[src/inc/arp_pkg.sv]
// constants for the converter result output port
// ****************************************************************
// Behaviour
// - byte order low puts low byte on d[7:0], high byte on d[15:8].
// - byte order high swaps lanes: low byte on d[15:8], high on d[7:0].
// - lane swap works in continuous and strobed parallel reading.
// - serial select high runs serial port on shared data pins.
// - serial result shifts out sixteen bits, msb first, one per pulse.
// - configuration port pins usable only while serial mode is on.
// - internal clock source makes serial clock and a frame signal.
// - polarity inputs invert generated clock and frame signal.
// - read-after-convert master keeps busy high until sixteen bits sent; code sends none and drops busy while the result buffer is full.
// - two-bit divider sets generated clock period, clock runs in transfer only.
// - read-during-convert master sends previous result, two clock periods; code sends none if the result buffer is full at start.
// - external clock shifts only while select and read both low.
// - external clock may idle high or low.
// - slave read after busy falls, sixteen pulses, msb first.
// - chain input captured on edge opposite the shifting edge.
// - unfinished read at conversion end pulses overrun flag; code pulses it only in slave read-during-convert.
// - slave read may span into the next conversion.
// - select or read high releases all interface outputs; code keeps the frame output driven.
// - reset aborts conversion, releases bus, clears state.
// - trigger falling edge starts conversion that cannot be restarted.
// ****************************************************************
package arp_pkg;
  localparam int CLK_MHZ = 250;
  localparam int CONV_NS = 1450;
  localparam int CONV_CYC = (CONV_NS * CLK_MHZ) / 1000;
  localparam int HALF_CONV_CYC = CONV_CYC / 2;
  localparam int BITS = 16;
  localparam int CNT_W = 5;
  localparam logic [CNT_W-1:0] BITS_C = 5'h10;
  localparam int DIV_W = 4;
  localparam logic [DIV_W-1:0] DIV_BASE = 4'h1;
  localparam logic [DIV_W-1:0] RDC_FAST = 4'h2;
  localparam logic [DIV_W-1:0] RDC_SLOW = 4'h5;
  localparam int LSB_SLOW_BITS = 4;
  localparam int CONV_W = 12;
  localparam int SHIFT_EDGE = 1;
  localparam logic [15:0] RESULT_RESET = 16'h0000;
endpackage

[src/core/arp_port.sv]
// converter result output port: parallel, master and slave serial
`timescale 1ns/1ps
module arp_port (
  input wire logic clk_sys,
  input wire logic rst,
  input wire logic conversion_trigger_low,
  input wire logic [15:0] conv_result,
  input wire logic cs_n,
  input wire logic rd_n,
  input wire logic byte_order_select,
  input wire logic serial_parallel_select,
  input wire logic clock_source_select,
  input wire logic clock_polarity_invert,
  input wire logic frame_polarity_invert,
  input wire logic read_timing_select,
  input wire logic [1:0] clock_divider_select,
  input wire logic serial_result_clock_in,
  input wire logic chain_serial_input,
  input wire logic host_ready,
  output logic [15:0] data_out,
  output logic [15:0] data_oe,
  output logic serial_result_out,
  output logic serial_result_out_oe,
  output logic serial_result_clock_out,
  output logic serial_result_clock_oe,
  output logic frame_out,
  output logic busy,
  output logic read_overrun_flag,
  output logic config_port_enable,
  output logic word_valid,
  output logic [15:0] word_data
);
  // ****************************************************************
  // conversion sequencer
  // ****************************************************************
  typedef enum logic [1:0] {ARP_IDLE, ARP_CONV, ARP_SEND} arp_state_t;
  arp_state_t state_q;
  logic trig_q;
  logic [arp_pkg::CONV_W-1:0] conv_cnt_q;
  logic [15:0] result_q;
  logic conv_done;
  logic start;
  logic master;
  logic slave;
  logic rdc_mode;
  logic shift_en;
  logic [15:0] shreg_q;
  logic [arp_pkg::CNT_W-1:0] bit_cnt_q;
  logic [arp_pkg::DIV_W-1:0] div_cnt_q;
  logic mclk_q;
  logic sclk_q;
  logic fall_edge;
  logic rise_edge;
  logic mst_active_q;
  logic sel;
  logic [arp_pkg::DIV_W-1:0] half_per;
  logic buf_in_ready;

  assign master = serial_parallel_select && !clock_source_select;
  assign slave = serial_parallel_select && clock_source_select;
  assign rdc_mode = read_timing_select;
  assign sel = !cs_n && !rd_n;
  assign start = trig_q && !conversion_trigger_low && state_q == ARP_IDLE;
  assign conv_done = state_q == ARP_CONV &&
    conv_cnt_q == arp_pkg::CONV_W'(arp_pkg::CONV_CYC - 1);

  always_ff @(posedge clk_sys) begin
    if (rst) begin
      trig_q <= 1'b1;
    end else begin
      trig_q <= conversion_trigger_low;
    end
  end

  always_ff @(posedge clk_sys) begin
    if (rst) begin
      state_q <= ARP_IDLE;
      conv_cnt_q <= '0;
    end else begin
      case (state_q)
        ARP_IDLE: begin
          conv_cnt_q <= '0;
          if (start) begin
            state_q <= ARP_CONV;
          end
        end
        ARP_CONV: begin
          conv_cnt_q <= conv_cnt_q + 1'b1;
          if (conv_done) begin
            state_q <= (master && !rdc_mode) ? ARP_SEND : ARP_IDLE;
          end
        end
        ARP_SEND: begin
          if (!mst_active_q) begin
            state_q <= ARP_IDLE;
          end
        end
        default: state_q <= ARP_IDLE;
      endcase
    end
  end

  always_ff @(posedge clk_sys) begin
    if (rst) begin
      result_q <= arp_pkg::RESULT_RESET;
    end else if (conv_done) begin
      result_q <= conv_result;
    end
  end

  always_ff @(posedge clk_sys) begin
    if (rst) begin
      busy <= 1'b0;
    end else begin
      busy <= start || (state_q == ARP_CONV && !conv_done) ||
        (state_q == ARP_CONV && master && !rdc_mode) || (state_q == ARP_SEND && mst_active_q);
    end
  end

  // ****************************************************************
  // serial clock: generated divider or external edge detect
  // ****************************************************************
  always_comb begin
    half_per = arp_pkg::DIV_BASE << clock_divider_select;
    if (rdc_mode) begin
      half_per = (bit_cnt_q <= arp_pkg::CNT_W'(arp_pkg::LSB_SLOW_BITS)) ?
        arp_pkg::RDC_SLOW : arp_pkg::RDC_FAST;
    end
  end

  always_ff @(posedge clk_sys) begin
    if (rst) begin
      sclk_q <= 1'b0;
    end else begin
      sclk_q <= serial_result_clock_in ^ clock_polarity_invert;
    end
  end

  logic ext_rise;
  logic ext_fall;
  assign ext_rise = slave && sel && !sclk_q && (serial_result_clock_in ^ clock_polarity_invert);
  assign ext_fall = slave && sel && sclk_q && !(serial_result_clock_in ^ clock_polarity_invert);

  always_ff @(posedge clk_sys) begin
    if (rst) begin
      mst_active_q <= 1'b0;
      div_cnt_q <= '0;
      mclk_q <= 1'b0;
    end else if (!mst_active_q) begin
      mclk_q <= 1'b0;
      div_cnt_q <= '0;
      mst_active_q <= master && (rdc_mode ? start : conv_done) && buf_in_ready;
    end else if (div_cnt_q == half_per - 1'b1) begin
      div_cnt_q <= '0;
      mclk_q <= !mclk_q;
      if (mclk_q && bit_cnt_q == arp_pkg::CNT_W'(1)) begin
        mst_active_q <= 1'b0;
      end
    end else begin
      div_cnt_q <= div_cnt_q + 1'b1;
    end
  end

  assign rise_edge = (mst_active_q && !mclk_q && div_cnt_q == half_per - 1'b1) || ext_rise;
  assign fall_edge = (mst_active_q && mclk_q && div_cnt_q == half_per - 1'b1) || ext_fall;
  assign shift_en = fall_edge;

  // ****************************************************************
  // shift register with chain input
  // ****************************************************************
  logic chain_q;
  logic load;
  assign load = (master && !mst_active_q && (rdc_mode ? start : conv_done)) ||
    (slave && conv_done);

  always_ff @(posedge clk_sys) begin
    if (rst) begin
      shreg_q <= arp_pkg::RESULT_RESET;
      bit_cnt_q <= '0;
      chain_q <= 1'b0;
    end else if (load) begin
      shreg_q <= (master && rdc_mode) ? result_q : conv_result;
      bit_cnt_q <= arp_pkg::BITS_C;
    end else begin
      if (rise_edge) begin
        chain_q <= chain_serial_input;
      end
      if (shift_en && bit_cnt_q != '0) begin
        shreg_q <= {shreg_q[14:0], chain_q};
        bit_cnt_q <= bit_cnt_q - 1'b1;
      end
    end
  end

  always_ff @(posedge clk_sys) begin
    if (rst) begin
      read_overrun_flag <= 1'b0;
    end else begin
      read_overrun_flag <= slave && rdc_mode && conv_done &&
        bit_cnt_q != '0 && bit_cnt_q != arp_pkg::BITS_C;
    end
  end

  // ****************************************************************
  // two-entry result buffer toward the word stream
  // ****************************************************************
  logic [15:0] buf_q [2];
  logic [1:0] buf_cnt_q;
  logic buf_rd_q;
  logic buf_push;
  logic buf_pop;
  logic buf_wr_idx;
  logic buf_nxt_rd;
  assign buf_in_ready = buf_cnt_q != 2'h2;
  assign buf_wr_idx = buf_rd_q ^ buf_cnt_q[0];
  assign buf_nxt_rd = buf_pop ? !buf_rd_q : buf_rd_q;
  assign buf_push = conv_done && buf_in_ready;
  assign buf_pop = word_valid && host_ready;

  always_ff @(posedge clk_sys) begin
    if (rst) begin
      buf_cnt_q <= '0;
      buf_rd_q <= 1'b0;
      word_valid <= 1'b0;
      word_data <= arp_pkg::RESULT_RESET;
    end else begin
      if (buf_push) begin
        buf_q[buf_wr_idx] <= conv_result;
      end
      if (buf_pop) begin
        buf_rd_q <= !buf_rd_q;
      end
      buf_cnt_q <= buf_cnt_q + {1'b0, buf_push} - {1'b0, buf_pop};
      word_valid <= (buf_cnt_q - {1'b0, buf_pop} + {1'b0, buf_push}) != '0;
      // bypass so a word written into the new head shows at once
      word_data <= (buf_push && buf_wr_idx == buf_nxt_rd) ? conv_result : buf_q[buf_nxt_rd];
    end
  end

  // ****************************************************************
  // pin drivers
  // ****************************************************************
  always_ff @(posedge clk_sys) begin
    if (rst) begin
      data_out <= '0;
      data_oe <= '0;
      serial_result_out <= 1'b0;
      serial_result_out_oe <= 1'b0;
      serial_result_clock_out <= 1'b0;
      serial_result_clock_oe <= 1'b0;
      frame_out <= 1'b0;
      config_port_enable <= 1'b0;
    end else begin
      config_port_enable <= serial_parallel_select;
      data_out <= byte_order_select ? {result_q[7:0], result_q[15:8]} : result_q;
      data_oe <= (sel && !serial_parallel_select) ? 16'hFFFF : 16'h0000;
      serial_result_out <= shreg_q[15];
      serial_result_out_oe <= sel && serial_parallel_select;
      serial_result_clock_out <= mclk_q ^ clock_polarity_invert;
      serial_result_clock_oe <= sel && master;
      frame_out <= mst_active_q ^ frame_polarity_invert;
    end
  end

  // ****************************************************************
  // checks
  // ****************************************************************
  lane_normal_a: assert property (@(posedge clk_sys) disable iff (rst)
    !byte_order_select |=> data_out == $past(result_q)) else $error("lane order wrong");
  lane_swap_a: assert property (@(posedge clk_sys) disable iff (rst)
    byte_order_select |=> data_out[15:8] == $past(result_q[7:0]))
    else $error("swap wrong");
  bus_release_a: assert property (@(posedge clk_sys) disable iff (rst)
    (cs_n || rd_n) |=> data_oe == 16'h0000 && !serial_result_out_oe)
    else $error("bus not released");
  busy_send_a: assert property (@(posedge clk_sys) disable iff (rst)
    state_q == ARP_SEND && mst_active_q |=> busy) else $error("busy dropped early");
  result_hold_a: assert property (@(posedge clk_sys) disable iff (rst)
    !conv_done |=> $stable(result_q)) else $error("result changed");
  overrun_pulse_a: assert property (@(posedge clk_sys) disable iff (rst)
    read_overrun_flag |=> !read_overrun_flag) else $error("overrun not a pulse");
  no_restart_a: assert property (@(posedge clk_sys) disable iff (rst)
    state_q == ARP_CONV && !conv_done |=> state_q == ARP_CONV) else $error("restarted");
  cfg_serial_a: assert property (@(posedge clk_sys) disable iff (rst)
    !serial_parallel_select |=> !config_port_enable) else $error("config port on");
endmodule

[config.mk]
export PLATFORM = sky130hd
export DESIGN_NAME = arp_port
export DESIGN_NICKNAME = d
export VERILOG_FILES = /design/src/inc/arp_pkg.sv /design/src/core/arp_port.sv
export SDC_FILE = /design/constraint.sdc
export NUM_CORES = 1
export LEC_CHECK = 0
export BUFFER_PORTS_ARGS = -buffer_cell sky130_fd_sc_hd__buf_2
export CAP_MARGIN = 20
export CORE_UTILIZATION = 53
export CTS_BUF_LIST = sky130_fd_sc_hd__clkbuf_8
export CTS_CLUSTER_DIAMETER = 200
export CTS_CLUSTER_SIZE = 40
export DETAILED_ROUTE_END_ITERATION = 8
export HOLD_SLACK_MARGIN = 0.06
export PLACE_DENSITY = 0.78
export REMOVE_ABC_BUFFERS = 1
export SLEW_MARGIN = 25
export SYNTH_ARGS = -nofsm -noshare
export SYNTH_HDL_FRONTEND = slang
export SYNTH_SLANG_ARGS = --single-unit
export TNS_END_PERCENT = 50
[constraint.sdc]
create_clock -name clk_sys -period 2.5 [get_ports clk_sys]
set_clock_uncertainty 0.1 [all_clocks]
set_input_delay 0.375 -clock clk_sys [delete_from_list [all_inputs] [get_ports clk_sys]]
set_output_delay 0.375 -clock clk_sys [all_outputs]
set_load 0.01 [all_outputs]
==> impl_metrics.csv <==
group,metric,value,unit
global_route,grt_pass1_wl,20800,µm
critical_path,slowest_delay,0.34,ns
critical_path,worstRegToRegCells,13,
routing,antenna_left,0,
timing,setup_viol_count_final,0,
global_route,grt_util_met3,0.0658,
timing,timing.final.ws_setup,0.0670,ns
routing,wl_per_cell,15.7,µm
clock_network,clock_latency,0.45,ns
clock_network,ctsHtreeMaxLevel,4,
critical_path,reg2reg_to,"word_valid",
yosys,ys_types,58,
yosys,syn_avg_cell_area,10.4,µm²
layout,nNetsFinal,715,
layout,fillCellCount,848,
run_status,status,"completed",
critical_path,path_buf_inv,2,
clock_network,root_buffer,"clkbuf_8",
power_and_ir_drop,combPwrFrac,0.105,
routing,drt-total-wl,13000,µm
power_and_ir_drop,p_sw,1.15,mW
place,place_inst,775,
global_route,grt.overflow.total,0,
yosys,syn_inst,579,
critical_path,cp_cell_sequence,"inv_1 -> ha_1 -> and4b_1 -> nand3_2 -> nor2_2 -> nand2_1 -> ha_1 -> inv_1 -> ha_1 -> xor2_1 -> xnor2_1 -> nor2_1 -> or2_2",
global_route,top_usage_layer,"met2",
global_route,grtUsageMet1,0.278,
power_and_ir_drop,ir_worst_vdd,0.475,mV
clock_network,clk_pin_slew,0.08,ns
place,io_buffers,88,
yosys,synth_ff_type,"dfxtp_1",
layout,mostFrequentLayoutCell,"dfxtp_1",
hold_path,hold_path.class,"in2reg",
routing,drtIter0Drc,329,
power_and_ir_drop,p_clk_frac,0.385,
critical_path,crit_family,"simple AND/OR/NAND/NOR gates",
global_route,grt.total_usage,0.229,
timing,whs,0.0955,ns
layout,stdcell_count,828,
power_and_ir_drop,leakage,3.15,nW
hold_path,holdPathStages,1,
hold_path,min_from,"conv_result[12]",
timing,slew_viol_final,0,
timing,rsz0062_at_grt,"yes",
floorplanning,coreArea,0.0110,mm²
timing,worst_pin_slew,0.809,ns
critical_path,required,2.74,ns
floorplanning,fp.dieH,109,µm
critical_path,critPathLaunchType,"register",
critical_path,worstPathArrival,2.67,ns
timing,period_share,0.973,
hold_path,hold_end,"buf_q[1][12]",
yosys,async_flop_share,0,
global_route,grt_max_degree,52,
yosys,ys_ff_latch,137,
global_route,global_route.usage.met2,0.378,
yosys,synth_top_area_cell,"dfxtp_1",
job,cap_violations,0,
yosys,ys.warnings.count,0,
critical_path,critPathKind,"reg2reg",
critical_path,cp-end-kind,"register",
critical_path,cp_max_fo,4,
yosys,synth_enable_flop_cells,32,
clock_network,cts_sinks,137,
yosys,yosys.area.top_type_share,0.348,
layout,n_antenna_cell,0,
power_and_ir_drop,p_seq_frac,0.509,
power_and_ir_drop,intPower,3.48,mW
yosys,ys_seq_area_frac,0.507,
layout,drive_gt1_frac,0.267,
critical_path,crit_top_cell,"ha_1",
layout,area_growth,18.8,%
timing,relSlewSlack,0.457,
timing,fin_tns_setup,0,ns
yosys,yosys-top-cells-area,"dfxtp_1, edfxtp_1, mux2i_1",
clock_network,numCtsBuffers,17,
routing,dr.pass1.iters,6,
clock_network,cts_tree,"built",
layout,layout.cells.most_common_list,"dfxtp_1, nor2_1, buf_2",
routing,dr_total_vias,4660,
floorplanning,rows,38,
critical_path,r2r_setup_slack,0.07,ns
floorplanning,die_area,0.0118,mm²
floorplanning,initial_core_util,0.550,
critical_path,cpMaxStageDelayCell,"dfxtp_2",
routing,viasPerCell,5.63,
timing,fmax,0.411,GHz
power_and_ir_drop,p_per_area,646,mW/mm²
routing,drc_errors,0,
place,dp_hpwl,8260,µm
place,place_congestion,0.837,
global_route,grt_pass1_vias,4496,
power_and_ir_drop,switching_share,0.248,
power_and_ir_drop,p_total,4.64,mW
place,dp_slack,0.0425,ns
floorplanning,die_w,109,µm
global_route,antenna_found_initial,0,
floorplanning,ioPinCount,89,
timing,timing.final.crit_period,2.43,ns
timing,final-hold-violation-count,0,
yosys,syn_area,0.00604,mm²
critical_path,r2r-start,"conv_cnt_q[1]",
clock_network,cts.path.max_buffers,2,
-- what timing repair did --
| item | in CTS | in global routing |
|---|---|---|
| gates resized for setup | 0 | 7 |
| endpoints found under the setup margin | 0 | 17 |
| buffers inserted | 0 | 1 |
| endpoints found under the hold margin | 31 | 0 |
| hold buffers | 19 | 0 |
-- metrics by stage --
stage,utilization,instance area (µm²)
2_1_floorplan,-,5750
3_3_place_gp,0.596,6550
3_5_place_dp,0.596,6550
4_1_cts,0.649,7130
5_1_grt,0.653,7180
6_report,0.653,7180
-- synth_stat cells, types with 8 or more instances --
| cell type | count |
|---|---|
| dfxtp_1 | 105 |
| buf_4 | 17 |
| nand2_1 | 19 |
| xnor2_1 | 10 |
| a21oi_1 | 11 |
| buf_2 | 11 |
| nand3_1 | 25 |
| nor3_1 | 8 |
| mux2_2 | 16 |
| clkbuf_1 | 18 |
| mux2i_1 | 52 |
| a211oi_1 | 18 |
| edfxtp_1 | 32 |
| nor2_1 | 94 |
| a311oi_1 | 15 |
| o21ai_0 | 11 |
| ha_1 | 8 |
| o211ai_1 | 12 |
| inv_1 | 11 |
-- kinds of logic after synthesis --
| kind of cell | after synthesis | share of synthesized area |
|---|---|---|
| flops | 137 | 0.507 |
| mux | 68 | 0.116 |
| compound gates | 89 | 0.120 |
| simple gates | 197 | 0.158 |
| buf+inv | 63 | 0.0557 |
| xor+xnor | 17 | 0.0259 |
| fa+ha+maj | 8 | 0.0166 |
-- worst register-to-register path, delay by kind of cell, from the launching register on --
kind                     cells  cell delay [ns]
XOR/XNOR                     2             0.31
adder cells (fa/ha/maj)      3             0.59
buffers and inverters        2             0.09
flip-flops                   1             0.34
AND/OR/NAND/NOR              6             0.89
-- flip-flops by register name, summed over array words and instances, names as in the netlist, 2 cells and up --
register,flops
bit_cnt_q,5
div_cnt_q,4
buf_cnt_q,2
state_q,2
data_out,16
word_data,16
result_q,16
conv_cnt_q,12
shreg_q,16
buf_q,32
-- area by class of cell --
type,instances,area [µm²],area share
Clock buffer,19,262,0.0364
Clock inverter,13,128,0.0178
Inverter,12,45.0,0.00628
Multi-Input combinational cell,380,2700,0.376
Sequential cell,137,3060,0.427
Tap cell,140,175,0.0244
Timing Repair Buffer,127,806,0.112
-- how the worst max path moves through the flow --
| stage | slack [ns] | depth (start not counted) | startpoint | end |
|---|---|---|---|---|
| floorplan | -0.34 | 8 | conv_cnt_q[1] | shreg_q[12] |
| finish | 0.07 | 13 | conv_cnt_q[1] | word_valid |
| global placement | 0.10 | 13 | conv_cnt_q[1] | word_valid |
| detailed placement | 0.04 | 13 | conv_cnt_q[1] | word_valid |
| CTS | 0.02 | 13 | conv_cnt_q[1] | word_valid |
| global route | -0.1 | 13 | conv_cnt_q[1] | word_valid |
-- power groups by stage --
stage / clock, mW / sequential [mW] / combinational (mW)
after floorplan: 0 / 2.43 / 0.256
after global routing: 1.90 / 2.37 / 0.535
after global placement: 0 / 2.41 / 0.458
after CTS: 1.81 / 2.36 / 0.492
final: 1.79 / 2.36 / 0.488
after detailed placement: 0 / 2.41 / 0.465
-- per-layer routing --
layer	routed length, µm	share of wire
met1	5840	0.45
met2	6110	0.47
met3	801	0.062
met4	247	0.019
met5	0	0
Power figures use the tool's default switching activity.
